`src/fb_bank_consts.svh`:
```
`ifndef FB_BANK_CONSTS_SVH
`define FB_BANK_CONSTS_SVH
// ==========================================================
// Register offsets (word index times four)
`define OFS_FB_POS 4'h0
`define OFS_FB_REV 4'h4
`define OFS_REF_POS 4'h8
`define OFS_REF_REV 4'hC
`define OFS_MODE 4'h0
`define OFS_CTRL_STAT 4'h4
// Upper address nibble selects the bank page
`define PAGE_ENC 4'h0
`define PAGE_DRV 4'h1
// ==========================================================
// Drive mode codes
`define MODE_OPEN_LOOP 16'h001A
`define MODE_CLOSED_VEC 16'h001B
`define MODE_SERVO 16'h001C
`define MODE_REGEN 16'h001D
// ==========================================================
// Control word fields
`define CW_ENABLE 0
`define CW_RUN_FWD 1
`define CW_JOG 2
`define CW_RUN_REV 3
`define CW_TRIP 4
`define CW_PRESET_LO 5
`define CW_PRESET_HI 6
`define CW_FLAG_ONE 7
`define CW_FLAG_TWO 8
`define CW_MASK_ENABLE 9
`define CW_MASK_RUN_FWD 10
`define CW_MASK_JOG 11
`define CW_MASK_RUN_REV 12
`define CW_FLAG_THREE 13
`define CW_MASK_PRESET_LO 14
`define CW_MASK_PRESET_HI 15
`define CW_MASK_OFS 9
`define FINE_LSB 0
`define FINE_MSB 15
`define COARSE_LSB 16
`define COARSE_MSB 31
`define STAT_UNUSED 15
`define ZERO16 16'h0000
`define ZERO32 32'h0000_0000
`define NUM_SEQ 4
`define SETTINGS_RST 6'h00
`define FLAGS_RST 3'h0
`endif

```
`src/fb_bank_pkg.sv`:
```
package fb_bank_pkg;
  // Encoder sample from the feedback logic
  typedef struct packed {
    logic [15:0] coarse;
    logic [15:0] fine;
    logic fine_valid;
    logic [15:0] revolutions;
  } encoder_s;
  // Actual drive mode
  typedef enum logic [1:0] {
    MODE_OPEN, MODE_VECTOR, MODE_SERVO, MODE_REGEN
  } drive_mode_e;
  // Drive settings driven by the control word
  typedef struct packed {
    logic preset_select_high;
    logic preset_select_low;
    logic run_reverse_setting;
    logic jog_setting;
    logic run_forward_setting;
    logic drive_enable_setting;
  } drive_settings_s;
  typedef struct packed {
    logic app_flag_three;
    logic app_flag_two;
    logic app_flag_one;
  } app_flags_s;
endpackage : fb_bank_pkg

```
`src/drive_feedback_status_control_bank.sv`:
```
// Added by the designer: the register addresses and strobed register access.
`timescale 1ns/1ns
`include "fb_bank_consts.svh"
module drive_feedback_status_control_bank
  import fb_bank_pkg::*;
(
  // Clock and reset
  input wire logic ref_clk_i,
  input wire logic rst_n_i,
  // Register port
  input wire logic [7:0] addr_i,
  input wire logic [15:0] wdata_i,
  input wire logic wr_i,
  input wire logic rd_i,
  output logic [31:0] rdata_o,
  // Feedback inputs from the drive
  input wire encoder_s fb_enc_i,
  input wire encoder_s ref_enc_i,
  input wire drive_mode_e mode_i,
  input wire logic [15:0] status_word_i,
  // Drive controls
  output drive_settings_s settings_o,
  output app_flags_s app_flags_o,
  output logic user_trip_o
);

  // ========================================================
  // Address decode
  wire logic [3:0] page = addr_i[7:4];
  wire logic [3:0] ofs = addr_i[3:0];
  wire logic sel_enc = (page == `PAGE_ENC);
  wire logic sel_drv = (page == `PAGE_DRV);
  wire logic ctrl_wr = wr_i && sel_drv && (ofs == `OFS_CTRL_STAT);

  // ========================================================
  // Position format; fine half forced to zero when not interpolated
  wire logic [31:0] fb_pos;
  wire logic [31:0] ref_pos;
  assign fb_pos[`COARSE_MSB:`COARSE_LSB] = fb_enc_i.coarse;
  assign fb_pos[`FINE_MSB:`FINE_LSB] = fb_enc_i.fine_valid ?
    fb_enc_i.fine : `ZERO16;
  assign ref_pos[`COARSE_MSB:`COARSE_LSB] = ref_enc_i.coarse;
  assign ref_pos[`FINE_MSB:`FINE_LSB] = ref_enc_i.fine_valid ?
    ref_enc_i.fine : `ZERO16;

  // Mode code, combinational so it is always current
  logic [15:0] mode_code;
  always_comb begin
    case (mode_i)
      MODE_OPEN: mode_code = `MODE_OPEN_LOOP;
      MODE_VECTOR: mode_code = `MODE_CLOSED_VEC;
      MODE_SERVO: mode_code = `MODE_SERVO;
      MODE_REGEN: mode_code = `MODE_REGEN;
      default: mode_code = `MODE_OPEN_LOOP;
    endcase
  end

  // Status with the unused top bit cleared
  wire logic [15:0] status_rd = {1'b0, status_word_i[`STAT_UNUSED-1:0]};

  // ========================================================
  // Read mux; unmapped addresses read zero
  logic [31:0] rd_mux;
  always_comb begin
    rd_mux = `ZERO32;
    if (sel_enc) begin
      case (ofs)
        `OFS_FB_POS: rd_mux = fb_pos;
        `OFS_FB_REV: rd_mux = {`ZERO16, fb_enc_i.revolutions};
        `OFS_REF_POS: rd_mux = ref_pos;
        `OFS_REF_REV: rd_mux = {`ZERO16, ref_enc_i.revolutions};
        default: rd_mux = `ZERO32;
      endcase
    end else if (sel_drv) begin
      case (ofs)
        `OFS_MODE: rd_mux = {`ZERO16, mode_code};
        `OFS_CTRL_STAT: rd_mux = {`ZERO16, status_rd};
        default: rd_mux = `ZERO32;
      endcase
    end
  end

  // Read data one cycle after the strobe, and only then
  always_ff @(posedge ref_clk_i or negedge rst_n_i) begin
    if (!rst_n_i) begin
      rdata_o <= `ZERO32;
    end else begin
      rdata_o <= rd_i ? rd_mux : `ZERO32;
    end
  end

  // ========================================================
  // Masked settings; one generate per paired bit
  localparam int NSET = 6;
  localparam int VAL_IDX [NSET] = '{`CW_ENABLE, `CW_RUN_FWD, `CW_JOG,
    `CW_RUN_REV, `CW_PRESET_LO, `CW_PRESET_HI};
  localparam int MSK_IDX [NSET] = '{`CW_MASK_ENABLE, `CW_MASK_RUN_FWD,
    `CW_MASK_JOG, `CW_MASK_RUN_REV, `CW_MASK_PRESET_LO, `CW_MASK_PRESET_HI};
  logic [NSET-1:0] set_reg;
  logic [NSET-1:0] set_next;
  genvar gi;
  generate
    for (gi = 0; gi < NSET; gi++) begin : g_set
      // Clear mask leaves the setting alone
      assign set_next[gi] = (ctrl_wr && wdata_i[MSK_IDX[gi]]) ?
        wdata_i[VAL_IDX[gi]] : set_reg[gi];
    end
  endgenerate

  // All permitted updates land on the same edge
  always_ff @(posedge ref_clk_i or negedge rst_n_i) begin
    if (!rst_n_i) begin
      set_reg <= `SETTINGS_RST;
    end else begin
      set_reg <= set_next;
    end
  end
  assign settings_o = set_reg;

  // Unmasked flags
  app_flags_s flags_reg;
  always_ff @(posedge ref_clk_i or negedge rst_n_i) begin
    if (!rst_n_i) begin
      flags_reg <= `FLAGS_RST;
    end else if (ctrl_wr) begin
      flags_reg <= {wdata_i[`CW_FLAG_THREE], wdata_i[`CW_FLAG_TWO],
        wdata_i[`CW_FLAG_ONE]};
    end
  end
  assign app_flags_o = flags_reg;

  // Trip is a one-cycle pulse with no mask; the drive latches the trip
  always_ff @(posedge ref_clk_i or negedge rst_n_i) begin
    if (!rst_n_i) begin
      user_trip_o <= 1'b0;
    end else begin
      user_trip_o <= ctrl_wr && wdata_i[`CW_TRIP];
    end
  end

  // ========================================================
  // Checks
  property p_trip;
    @(posedge ref_clk_i) disable iff (!rst_n_i)
    ctrl_wr && wdata_i[`CW_TRIP] |=> user_trip_o;
  endproperty
  a_trip: assert property (p_trip) else $error("trip missed");

  property p_no_trip;
    @(posedge ref_clk_i) disable iff (!rst_n_i)
    !(ctrl_wr && wdata_i[`CW_TRIP]) |=> !user_trip_o;
  endproperty
  a_no_trip: assert property (p_no_trip)
    else $error("spurious trip");

  property p_enable_masked;
    @(posedge ref_clk_i) disable iff (!rst_n_i)
    ctrl_wr && wdata_i[`CW_MASK_ENABLE] |=>
      settings_o.drive_enable_setting == $past(wdata_i[`CW_ENABLE]);
  endproperty
  a_enable_masked: assert property (p_enable_masked)
    else $error("enable not set");

  property p_hold;
    @(posedge ref_clk_i) disable iff (!rst_n_i)
    !ctrl_wr |=> $stable(settings_o) && $stable(app_flags_o);
  endproperty
  a_hold: assert property (p_hold) else $error("setting moved");

  property p_mask_clear;
    @(posedge ref_clk_i) disable iff (!rst_n_i)
    ctrl_wr && !wdata_i[`CW_MASK_PRESET_HI] |=>
      $stable(settings_o.preset_select_high);
  endproperty
  a_mask_clear: assert property (p_mask_clear)
    else $error("masked bit changed");

  property p_preset;
    @(posedge ref_clk_i) disable iff (!rst_n_i)
    ctrl_wr && wdata_i[`CW_MASK_PRESET_LO] |=>
      settings_o.preset_select_low == $past(wdata_i[`CW_PRESET_LO]);
  endproperty
  a_preset: assert property (p_preset)
    else $error("preset lo wrong");

  property p_flags;
    @(posedge ref_clk_i) disable iff (!rst_n_i)
    ctrl_wr |=> app_flags_o.app_flag_three == $past(wdata_i[`CW_FLAG_THREE])
      && app_flags_o.app_flag_two == $past(wdata_i[`CW_FLAG_TWO])
      && app_flags_o.app_flag_one == $past(wdata_i[`CW_FLAG_ONE]);
  endproperty
  a_flags: assert property (p_flags) else $error("flag copy wrong");

  property p_status_read;
    @(posedge ref_clk_i) disable iff (!rst_n_i)
    rd_i && sel_drv && ofs == `OFS_CTRL_STAT |=>
      rdata_o[15:0] == {1'b0, $past(status_word_i[14:0])};
  endproperty
  a_status_read: assert property (p_status_read)
    else $error("status read wrong");

  property p_mode_read;
    @(posedge ref_clk_i) disable iff (!rst_n_i)
    rd_i && sel_drv && ofs == `OFS_MODE && mode_i == MODE_SERVO |=>
      rdata_o == {`ZERO16, `MODE_SERVO};
  endproperty
  a_mode_read: assert property (p_mode_read)
    else $error("mode code wrong");

  property p_fine_zero;
    @(posedge ref_clk_i) disable iff (!rst_n_i)
    rd_i && sel_enc && ofs == `OFS_FB_POS && !fb_enc_i.fine_valid |=>
      rdata_o[15:0] == 16'h0000;
  endproperty
  a_fine_zero: assert property (p_fine_zero)
    else $error("fine not zero");

  // ========================================================
  // Read path: every register against the inputs it shows
  // Read data falls back to zero so a stale word never lingers
  property p_rdata_idle;
    @(posedge ref_clk_i) disable iff (!rst_n_i)
    !rd_i |=> rdata_o == `ZERO32;
  endproperty
  a_rdata_idle: assert property (p_rdata_idle)
    else $error("read data not cleared");

  property p_fb_coarse;
    @(posedge ref_clk_i) disable iff (!rst_n_i)
    rd_i && sel_enc && ofs == `OFS_FB_POS |=>
      rdata_o[`COARSE_MSB:`COARSE_LSB] == $past(fb_enc_i.coarse);
  endproperty
  a_fb_coarse: assert property (p_fb_coarse)
    else $error("feedback coarse wrong");

  property p_fb_fine;
    @(posedge ref_clk_i) disable iff (!rst_n_i)
    rd_i && sel_enc && ofs == `OFS_FB_POS && fb_enc_i.fine_valid |=>
      rdata_o[`FINE_MSB:`FINE_LSB] == $past(fb_enc_i.fine);
  endproperty
  a_fb_fine: assert property (p_fb_fine)
    else $error("feedback fine wrong");

  property p_fb_revs;
    @(posedge ref_clk_i) disable iff (!rst_n_i)
    rd_i && sel_enc && ofs == `OFS_FB_REV |=>
      rdata_o == {`ZERO16, $past(fb_enc_i.revolutions)};
  endproperty
  a_fb_revs: assert property (p_fb_revs)
    else $error("feedback turns wrong");

  property p_ref_coarse;
    @(posedge ref_clk_i) disable iff (!rst_n_i)
    rd_i && sel_enc && ofs == `OFS_REF_POS |=>
      rdata_o[`COARSE_MSB:`COARSE_LSB] == $past(ref_enc_i.coarse);
  endproperty
  a_ref_coarse: assert property (p_ref_coarse)
    else $error("reference coarse wrong");

  property p_ref_fine_zero;
    @(posedge ref_clk_i) disable iff (!rst_n_i)
    rd_i && sel_enc && ofs == `OFS_REF_POS && !ref_enc_i.fine_valid |=>
      rdata_o[`FINE_MSB:`FINE_LSB] == `ZERO16;
  endproperty
  a_ref_fine_zero: assert property (p_ref_fine_zero)
    else $error("reference fine not zero");

  property p_ref_revs;
    @(posedge ref_clk_i) disable iff (!rst_n_i)
    rd_i && sel_enc && ofs == `OFS_REF_REV |=>
      rdata_o == {`ZERO16, $past(ref_enc_i.revolutions)};
  endproperty
  a_ref_revs: assert property (p_ref_revs)
    else $error("reference turns wrong");

  property p_mode_range;
    @(posedge ref_clk_i) disable iff (!rst_n_i)
    rd_i && sel_drv && ofs == `OFS_MODE |=>
      rdata_o >= {`ZERO16, `MODE_OPEN_LOOP} &&
      rdata_o <= {`ZERO16, `MODE_REGEN};
  endproperty
  a_mode_range: assert property (p_mode_range)
    else $error("mode code out of range");

  property p_mode_regen;
    @(posedge ref_clk_i) disable iff (!rst_n_i)
    rd_i && sel_drv && ofs == `OFS_MODE && mode_i == MODE_REGEN |=>
      rdata_o == {`ZERO16, `MODE_REGEN};
  endproperty
  a_mode_regen: assert property (p_mode_regen)
    else $error("regen code wrong");

  property p_stat_top;
    @(posedge ref_clk_i) disable iff (!rst_n_i)
    rd_i && sel_drv && ofs == `OFS_CTRL_STAT |=> !rdata_o[`STAT_UNUSED];
  endproperty
  a_stat_top: assert property (p_stat_top)
    else $error("unused status bit set");

  // ========================================================
  // Control path: one check per masked setting
  // A swapped value or mask index in the table would trip these
  property p_run_fwd;
    @(posedge ref_clk_i) disable iff (!rst_n_i)
    ctrl_wr && wdata_i[`CW_MASK_RUN_FWD] |=>
      settings_o.run_forward_setting == $past(wdata_i[`CW_RUN_FWD]);
  endproperty
  a_run_fwd: assert property (p_run_fwd)
    else $error("run forward not set");

  property p_jog;
    @(posedge ref_clk_i) disable iff (!rst_n_i)
    ctrl_wr && wdata_i[`CW_MASK_JOG] |=>
      settings_o.jog_setting == $past(wdata_i[`CW_JOG]);
  endproperty
  a_jog: assert property (p_jog)
    else $error("jog not set");

  property p_run_rev;
    @(posedge ref_clk_i) disable iff (!rst_n_i)
    ctrl_wr && wdata_i[`CW_MASK_RUN_REV] |=>
      settings_o.run_reverse_setting == $past(wdata_i[`CW_RUN_REV]);
  endproperty
  a_run_rev: assert property (p_run_rev)
    else $error("run reverse not set");

  property p_preset_hi;
    @(posedge ref_clk_i) disable iff (!rst_n_i)
    ctrl_wr && wdata_i[`CW_MASK_PRESET_HI] |=>
      settings_o.preset_select_high == $past(wdata_i[`CW_PRESET_HI]);
  endproperty
  a_preset_hi: assert property (p_preset_hi)
    else $error("preset hi wrong");

  // Scenario covers
  c_trip: cover property (@(posedge ref_clk_i) user_trip_o);
  c_ctrl: cover property (@(posedge ref_clk_i) ctrl_wr ##[1:4] rd_i);
  c_pos: cover property (@(posedge ref_clk_i) rd_i && sel_enc);
  c_masked: cover property (@(posedge ref_clk_i)
    ctrl_wr && !wdata_i[`CW_MASK_ENABLE]);
  c_regen: cover property (@(posedge ref_clk_i)
    rd_i && sel_drv && mode_i == MODE_REGEN);
endmodule : drive_feedback_status_control_bank

```
`config.mk`:
```
export PLATFORM = sky130hd
export DESIGN_NAME = drive_feedback_status_control_bank
export DESIGN_NICKNAME = d
export VERILOG_FILES = /design/src/fb_bank_pkg.sv /design/src/drive_feedback_status_control_bank.sv
export VERILOG_INCLUDE_DIRS = /design/src
export SDC_FILE = /design/constraint.sdc
export NUM_CORES = 1
export LEC_CHECK = 0
export BUFFER_PORTS_ARGS = -buffer_cell sky130_fd_sc_hd__buf_2
export CAP_MARGIN = 0
export CORE_MARGIN = 5
export CORE_UTILIZATION = 37
export DETAILED_ROUTE_END_ITERATION = 7
export PLACE_DENSITY = 0.77
export SYNTH_ARGS = -nofsm -noshare
export SYNTH_HDL_FRONTEND = slang
export SYNTH_SLANG_ARGS = --single-unit
```
`constraint.sdc`:
```
create_clock -name ref_clk_i -period 1 [get_ports ref_clk_i]
set_clock_uncertainty 0.2 [all_clocks]
set_input_delay 0.05 -clock ref_clk_i [delete_from_list [all_inputs] [get_ports ref_clk_i]]
set_output_delay 0.05 -clock ref_clk_i [all_outputs]
set_load 0.005 [all_outputs]
```
==> results of run 1 <==
==> worst max-delay path, cell delays in order <==
cell and delay [ns]:
buf_6 0.10, or4b_4 0.61, nor3_4 0.16, mux2_4 0.32
==> per-layer routing <==
metal  global-route usage, %  vias to the layer above  part of all wire, %
li1                        -                     1438                    -
met1                    27.1                     1502                   35
met2                    52.3                      167                   55
met3                    7.36                       27                  7.5
met4                    10.1                        0                  2.5
met5                       0                        -                    0
==> report_power, final <==
| group | internal, mW | switching [mW] | total [mW] |
|---|---|---|---|
| clock network | 0.557 | 0.633 | 1.19 |
| logic | 0.655 | 0.485 | 1.14 |
| registers | 1.72 | 0.00934 | 1.73 |
| total | 2.93 | 1.13 | 4.06 |
==> final timing paths <==
check | cells after the start | to | start
worst max-delay path | 4 | settings_o[3]$_DFFE_PN0P_ | addr_i[3]
worst max register to register | 1 | settings_o[3]$_DFFE_PN0P_ | settings_o[3]$_DFFE_PN0P_
max in group asynchronous | 3 | rdata_o[10]$_DFF_PN0_ | rst_n_i
worst min register to register | 1 | settings_o[4]$_DFFE_PN0P_ | settings_o[4]$_DFFE_PN0P_
min in group asynchronous | 3 | settings_o[3]$_DFFE_PN0P_ | rst_n_i
worst min-delay path | 2 | settings_o[0]$_DFFE_PN0P_ | wdata_i[0]
==> repair_timing <==
action	in CTS	in global routing
setup buffers	7	2
pin swaps	21	30
gates cloned	7	1
hold buffers	58	2
setup endpoints to repair	84	84
endpoints found under the hold margin	84	13
gates resized for setup	65	35
==> state kept, by name, summed over array words and instances (netlist names) <==
signal and count:
rdata_o 32, user_trip_o 1, settings_o 6, app_flags_o 3
==> Yosys cell counts <==
cell type	count
buf_6	3
a31oi_1	1
buf_4	1
nor3_1	1
a311oi_1	5
mux2_2	4
nor2b_1	2
nor4_4	2
inv_1	1
mux2_1	6
a21boi_0	10
o41ai_1	1
nor4b_2	1
mux2i_1	17
a21oi_1	2
o31a_1	1
nor2_1	18
clkbuf_1	11
or4b_1	1
nor3_2	6
nand3_1	40
a22oi_1	16
nand4_1	1
buf_1	2
or3b_1	1
dfrtp_1	42
buf_2	6
nand2_1	1
or3_1	2
a311oi_2	10
nor4b_4	1
o21a_1	17
==> through the flow <==
step | hold slack [ns] | utilization, % | power [mW] | cell area [µm²] | setup WS (ns)
2_1_floorplan | -0.446 | - | 2.05 | 2570 | -0.499
6_report | -0.225 | 77.8 | 4.06 | 5000 | -0.260
4_1_cts | -0.226 | 75.1 | 4.01 | 4820 | -0.249
3_5_place_dp | -0.156 | 58.0 | 2.53 | 3720 | -0.644
5_1_grt | -0.210 | 77.8 | 4.22 | 4990 | -0.299
3_3_place_gp | -0.157 | 58.0 | 2.51 | 3720 | -0.564
==> cells by family after synthesis <==
| kind of cell | after synthesis | synth area share (%) |
|---|---|---|
| AOI/OAI and AO/OA | 63 | 22.2 |
| buffers and inverters | 24 | 5.00 |
| DFF | 42 | 42.4 |
| muxes | 27 | 11.4 |
| and+or+nand+nor | 77 | 18.9 |
==> final cells by class <==
cell class | count | area, µm² | share of cell area [%]
Antenna cell | 1 | 2.50 | 0.0501
Clock buffer | 6 | 82.6 | 1.65
Clock inverter | 2 | 12.5 | 0.250
Inverter | 1 | 3.75 | 0.0751
Multi-Input combinational cell | 167 | 1580 | 31.6
Sequential cell | 42 | 1050 | 21.0
Tap cell | 77 | 96.3 | 1.93
Timing Repair Buffer | 293 | 2170 | 43.4
==> metrics.cfg, run 1 <==
[drt]
routed_wl_mm=11.8
routed_via_density=5.32
wl_per_cell_um=20.0
drt_pass1_iterations=4
vias=3134
drc=0
ant_nets=0
drt-initial-drc-count=105

[cells_and_area]
most-common-layout-cells=178 x buf_2, 60 x dlygate4sd3_1, 42 x dfrtp_1
nets=654
area_growth_pct=102
layout_commonest_cell=buf_2
layout.cells.non_filler=589
drive_gt1_share_pct=61.6
fillCellCount=411

[timing]
worst_pin_slew_ns=0.402
rsz0062_at_grt=yes
fin_ws_ns=-0.260
hold_slack_ns=-0.225
slew_headroom_pct=73.2
fmax_ghz=0.794
fin_crit_sh_pct=126
finalHoldViolations=20
tns_ns=-9.10
maxSlewViolCount=0
period_needed_ns=1.26
setup_viol=84

[clock_network]
htreeDepth=2
clock_latency_ns=0.29
cts_buffer_depth=2
clock-sinks=42
cts_root_buffer=clkbuf_8
clk_pin_slew_worst_paths_ns=0.09
cts_buffers=5
cts_tree=yes

[hold_path]
hold_path.class=input port to flop

[place]
place_hpwl_mm=7.08
gp_congestion=0.809
dp_cells=504
numPortBuffers=184

[run_status]
status=finished, violations left
violations=negative hold slack, negative setup slack

[critical_path]
crit_type=input port to flop
worstPathArrival_ns=1.25
endpoint_kind=flop
r2r_setup_slack_ns=0
worstPathRequired_ns=0.99
crit_fanout=6
cp-start-kind=input port

[floorplan]
core_um2=6420
design.die.area_um2=8430
die_h_um=91.8
die_x_um=91.8
start_util_pct=38.6
rows=29
ios=186

[global_route]
antenna_found_initial=0
grt.total_usage_pct=27.0
grt_pass1_wl_mm=18.1
grt_max_degree=43
grt_pass1_vias=3571
gr-total-overflow=0

[logic_synthesis]
yosysWarnings=0
seq_area_frac_synth_pct=42.4
ys_ff_latch=42
synth_top_cell_by_area=dfrtp_1
synth_cell_types=32
syn_area_per_cell_um2=10.6
synthTopCellsByArea=dfrtp_1 42%, nand3_1 8.1%, mux2i_1 6.9%
synthesis.nets=377
syn_inst=233
synth_area_um2=2480
synth_top_area_share_pct=42.4

[pwr]
powerDensity_nw_per_um2=812
peakVddDrop_mv=0.565
power.leakage_nw=2.38

[job]
max_cap_violations=0

Note: power is estimated with default switching activity, not from simulation.
==> run 2: changes to the inputs <==
Settings changed: BUFFER_PORTS_ARGS -buffer_cell sky130_fd_sc_hd__buf_2 to -buffer_cell sky130_fd_sc_hd__clkbuf_2.
==> run 2 against run 1 <==
The flow still finishes with violations (negative hold slack, negative setup slack). Total power shrank 2.7%. Design area grew 1.3%. Routed wire length shrank 0.74%. Non-clock buffer count grew 2. Core utilization grew 0.97 points. Critical path depth is the same. First-iteration DRC count shrank 15%. Die area is the same. Global-route usage shrank 1.5 points. Maximum frequency shrank 2.7%. Worst setup slack lost 0.035 ns. Critical path type unchanged. Largest power group unchanged.
==> metrics.cfg, run 2 (synthesis results as in run 1) <==
[run_status]
status=finished, violations left
violations=negative hold slack, negative setup slack

[drt]
drc=0
routed_wl_mm=11.7
ant_nets=0
routed_via_density=5.32
wl_per_cell_um=19.8
drt_pass1_iterations=4
drt-initial-drc-count=89
vias=3136

[clock_network]
cts_buffers=5
cts_tree=yes
clock-sinks=42
cts_hold_buf=52
clock_latency_ns=0.29
clk_pin_slew_worst_paths_ns=0.08
htreeDepth=2
cts_root_buffer=clkbuf_8
cts_buffer_depth=2

[timing]
finalHoldViolations=21
worst_pin_slew_ns=0.287
slew_headroom_pct=80.8
fin_crit_sh_pct=129
rsz0062_at_grt=yes
maxSlewViolCount=0
setup_viol=82
hold_slack_ns=-0.206
tns_ns=-9.20
period_needed_ns=1.29
fin_ws_ns=-0.294
fmax_ghz=0.773

[place]
place_hpwl_mm=7.27
gp_congestion=0.796
numPortBuffers=184

[hold_path]
hold_path.class=input port to flop

[cells_and_area]
diodes=0
largest_reg_flops=32
nets=656
most-common-layout-cells=179 x clkbuf_2, 52 x dlygate4sd3_1, 42 x dfrtp_1
area_growth_pct=104
layout_commonest_cell=clkbuf_2
regMostFlops=rdata_o
drive_gt1_share_pct=64.6

[job]
max_cap_violations=0

[critical_path]
worstPathRequired_ns=0.97
crit_fanout=6
worstPathArrival_ns=1.27
endpoint_kind=flop
cp-start-kind=input port
crit_type=input port to flop

[floorplan]
rows=29
design.die.area_um2=8430
start_util_pct=38.6
ios=186
core_um2=6420
die_x_um=91.8
die_h_um=91.8

[global_route]
antenna_found_initial=0
gr-total-overflow=0
grt_max_degree=43
grt_pass1_wl_mm=17.2
grt.total_usage_pct=25.4
grt_pass1_vias=3510

[pwr]
peakVddDrop_mv=0.730
clkPwrFrac_pct=26.8
p_switching_mw=1.09
comb_power_share_pct=29.5
intPower_mw=2.86
powerDensity_nw_per_um2=781
p_seq_share_pct=43.7
power.leakage_nw=2.40
netSwitchingFraction_pct=27.6

[run 2: cell count changes in the layout (fill, tap and decap cells not counted), sizes merged]
cell | previous run | this run
clkinvlp | 1 | 0
dlygate4sd3 | 60 | 52
diode | 1 | 0
buf | 232 | 60
clkinv | 1 | 2
clkbuf | 7 | 188
[run 2: metrics by stage]
step                cells  total power, mW  cell area (µm²)  setup slack [ns]  util (%)
finish                589             3.95             5060            -0.294      78.8
floorplan             233             2.05             2570            -0.499         -
CTS                   576             3.85             4710            -0.290      73.3
global placement      510             2.54             3780            -0.569      58.9
detailed placement    510             2.56             3780            -0.637      58.9
global route          589             4.13             5060            -0.312      78.8
[run 2: path summary, 6_finish.rpt]
check,start,endpoint,slack (ns),cells past startpoint
min in group asynchronous,rst_n_i,settings_o[4]$_DFFE_PN0P_,0.08,3
min reg2reg,settings_o[0]$_DFFE_PN0P_,settings_o[0]$_DFFE_PN0P_,0.30,1
max reg2reg,settings_o[3]$_DFFE_PN0P_,settings_o[3]$_DFFE_PN0P_,0,1
max,addr_i[1],settings_o[3]$_DFFE_PN0P_,-0.29,4
min,wdata_i[3],settings_o[3]$_DFFE_PN0P_,-0.21,2
max in group asynchronous,rst_n_i,rdata_o[21]$_DFF_PN0_,0.31,3
[run 2: area by class of cell]
cell class / count / area (µm²)
inverters: 1 / 3.75
multi-input cells: 167 / 1620
flip-flops and latches: 42 / 1050
clock inverters: 2 / 10.0
repair buffers: 295 / 2210
clock buffers: 5 / 68.8
fillers: 425 / 1360
well taps: 77 / 96.3
[run 2: layer usage]
metal | routed length [µm] | track usage [%]
met1 | 4130 | 26.2
met4 | 174 | 7.05
met5 | 0 | 0
met3 | 929 | 8.27
met2 | 6460 | 48.9
[run 2: power groups by stage]
stage               clock network, mW  logic (mW)  registers (mW)
floorplan                           0       0.284            1.76
global placement                    0       0.780            1.76
detailed placement                  0       0.796            1.76
CTS                              1.09        1.03            1.73
global route                     1.16        1.24            1.73
finish                           1.06        1.17            1.73
[run 2: what timing repair did]
action                                  4_1_cts  5_1_grt
endpoints found under the setup margin       84       84
endpoints found under the hold margin        84       20
setup buffers                                 4       10
cloned                                        3        5
pin swaps                                    16       31
resized for setup                            48       66
[run 2: critical path: stages]
cell       delay (ns)
clkbuf_16        0.13
or4b_4           0.58
nor3_2           0.16
mux2_1           0.34
==> run 3: changes to the inputs <==
Settings changed: SETUP_SLACK_MARGIN set to 0.5.
==> run 3 against run 2 <==
The flow still finishes with violations (negative hold slack, negative setup slack). Worst setup slack gained 0.0098 ns. Clock power increased by 11%. Core utilization down 4.8 points. Design area down 6.0%. Maximum frequency rose by 0.76%. Sequential cell count is the same. Global-route usage down 1.7 points. Critical path type unchanged. Routed wire length is 10% lower. Critical endpoint is now settings_o[4]$_DFFE_PN0P_.
==> metrics.cfg, run 3 (synthesis results as in run 1) <==
[critical_path]
slowest_delay_ns=0.62
cp-start-kind=input port
worstReg2RegStart=settings_o[2]$_DFFE_PN0P_
crit_type=input port to flop
worstPathRequired_ns=0.99
endpoint_kind=flop
slowest_stage=or4b_4
crit_fanout=6
worstPathArrival_ns=1.27
startpoint=addr_i[3]
crit_chain=buf_6 > or4b_4 > nor3_4 > mux2_4

[cells_and_area]
regArea_um2=1050
multi_input_area_um2=1770
most-common-layout-cells=176 x clkbuf_2, 42 x dfrtp_1, 21 x buf_4
post-route-util_pct=74.0
fillCellCount=462
drive_gt1_share_pct=74.9
area_growth_pct=92.0
diodes=0
layout_commonest_cell=clkbuf_2
largest_reg_flops=32
regMostFlops=rdata_o
final_area_um2=4750
nets=601

[global_route]
grt_pass1_wl_mm=16.0
grt_pass1_vias=3218
grt_max_degree=43
antenna_found_initial=0
grt.total_usage_pct=23.8
gr-total-overflow=0

[run_status]
violations=negative hold slack, negative setup slack
status=finished, violations left

[floorplan]
ios=186
start_util_pct=38.6
die_x_um=91.8
die_h_um=91.8
core_um2=6420
rows=29
design.die.area_um2=8430

[drt]
routed_via_density=5.32
wl_met3_um=820
ant_nets=0
dr_wl_met2_mm=5.69
routed_wl_mm=10.5
drc=0
highest_layer=met4
drt_pass1_iterations=4
met1_length_mm=3.85
drt-initial-drc-count=67
vias=2847
wl_per_cell_um=19.7

[timing]
fin_crit_sh_pct=128
setup_viol=84
maxSlewViolCount=0
finalHoldViolations=84
tns_ns=-9.48
period_needed_ns=1.28
hold_slack_ns=-0.483
fmax_ghz=0.779
slew_headroom_pct=79.9
worst_pin_slew_ns=0.299
rsz0062_at_grt=yes
fin_ws_ns=-0.284

[pwr]
p_switching_mw=1.12
powerDensity_nw_per_um2=831
power.leakage_nw=2.24
peakVddDrop_mv=0.552
power.total_mw=3.95
clkPwrFrac_pct=29.9
comb_power_share_pct=26.3
intPower_mw=2.83
netSwitchingFraction_pct=28.3
p_seq_share_pct=43.8

[clock_network]
cts_root_buffer=clkbuf_8
cts_buffer_depth=2
htreeDepth=2
clock-sinks=42
cts_tree=yes
clk_pin_slew_worst_paths_ns=0.09
cts_buffers=5
clock_latency_ns=0.29

[place]
place_hpwl_mm=7.03
gp_congestion=0.793
numPortBuffers=184
place_area_um2=3720
pre_cts_ws_ns=-0.626

[job]
max_cap_violations=0

[hold_path]
hold_path.class=input port to async pin

[run 3: cell count changes in the layout (fill, tap and decap cells not counted), moves of 4 or more]
cell,delta
dlygate4sd3_1,-52
nand3_1,-7
buf_8,+6
buf_4,-5
nand3_4,+5
nor2_4,+5
nor2_1,-4
[run 3: cell type report]
| type | instances | share of cell area [%] |
|---|---|---|
| multi-input combinational | 167 | 37.2 |
| timing repair buffer | 240 | 36.6 |
| sequential | 42 | 22.1 |
| tap | 77 | 2.03 |
| clock buffer | 6 | 1.74 |
| clock inverter | 2 | 0.263 |
| inverter | 1 | 0.0790 |
[run 3: critical path, delay by kind of cell]
family                 cells  cell delay (ns)
buffers and inverters      1             0.09
multiplexers               1             0.32
AND/OR/NAND/NOR            2             0.80
[run 3: path summary, 6_finish.rpt]
check	end	slack (ns)	depth (start not counted)
worst max-delay path	settings_o[4]$_DFFE_PN0P_	-0.28	4
worst min-delay path	settings_o[3]$_DFFE_PN0P_	-0.48	2
worst max register to register	settings_o[2]$_DFFE_PN0P_	0.02	1
worst min register to register	settings_o[0]$_DFFE_PN0P_	0.30	1
max in group asynchronous	rdata_o[9]$_DFF_PN0_	0.87	2
min in group ref_clk_i	settings_o[2]$_DFFE_PN0P_	-0.23	2
[run 3: metal layers]
| metal | global-route usage [%] | vias up |
|---|---|---|
| met3 | 7.45 | 14 |
| met1 | 25.9 | 1381 |
| met2 | 44.2 | 117 |
| li1 | - | 1335 |
| met5 | 0 | - |
| met4 | 6.68 | 0 |
[run 3: power groups by stage]
stage	Combinational [mW]	Clock [mW]	Sequential (mW)
after floorplan	0.284	0	1.76
after global placement	0.765	0	1.76
after detailed placement	0.778	0	1.76
after CTS	0.912	1.21	1.73
after global routing	1.11	1.28	1.73
final	1.04	1.18	1.73
[run 3: what timing repair did]
action / in CTS / in global routing
gates cloned: 9 / 2
setup buffers: 5 / 7
hold endpoints to repair: 84 / 84
setup endpoints to repair: 84 / 84
pin swaps: 31 / 32
resized for setup: 78 / 83
[run 3: through the flow]
stage / hold slack [ns] / instances
floorplan: -0.446 / 233
global placement: -0.154 / 504
detailed placement: -0.151 / 504
CTS: -0.478 / 526
global route: -0.477 / 535
finish: -0.483 / 535
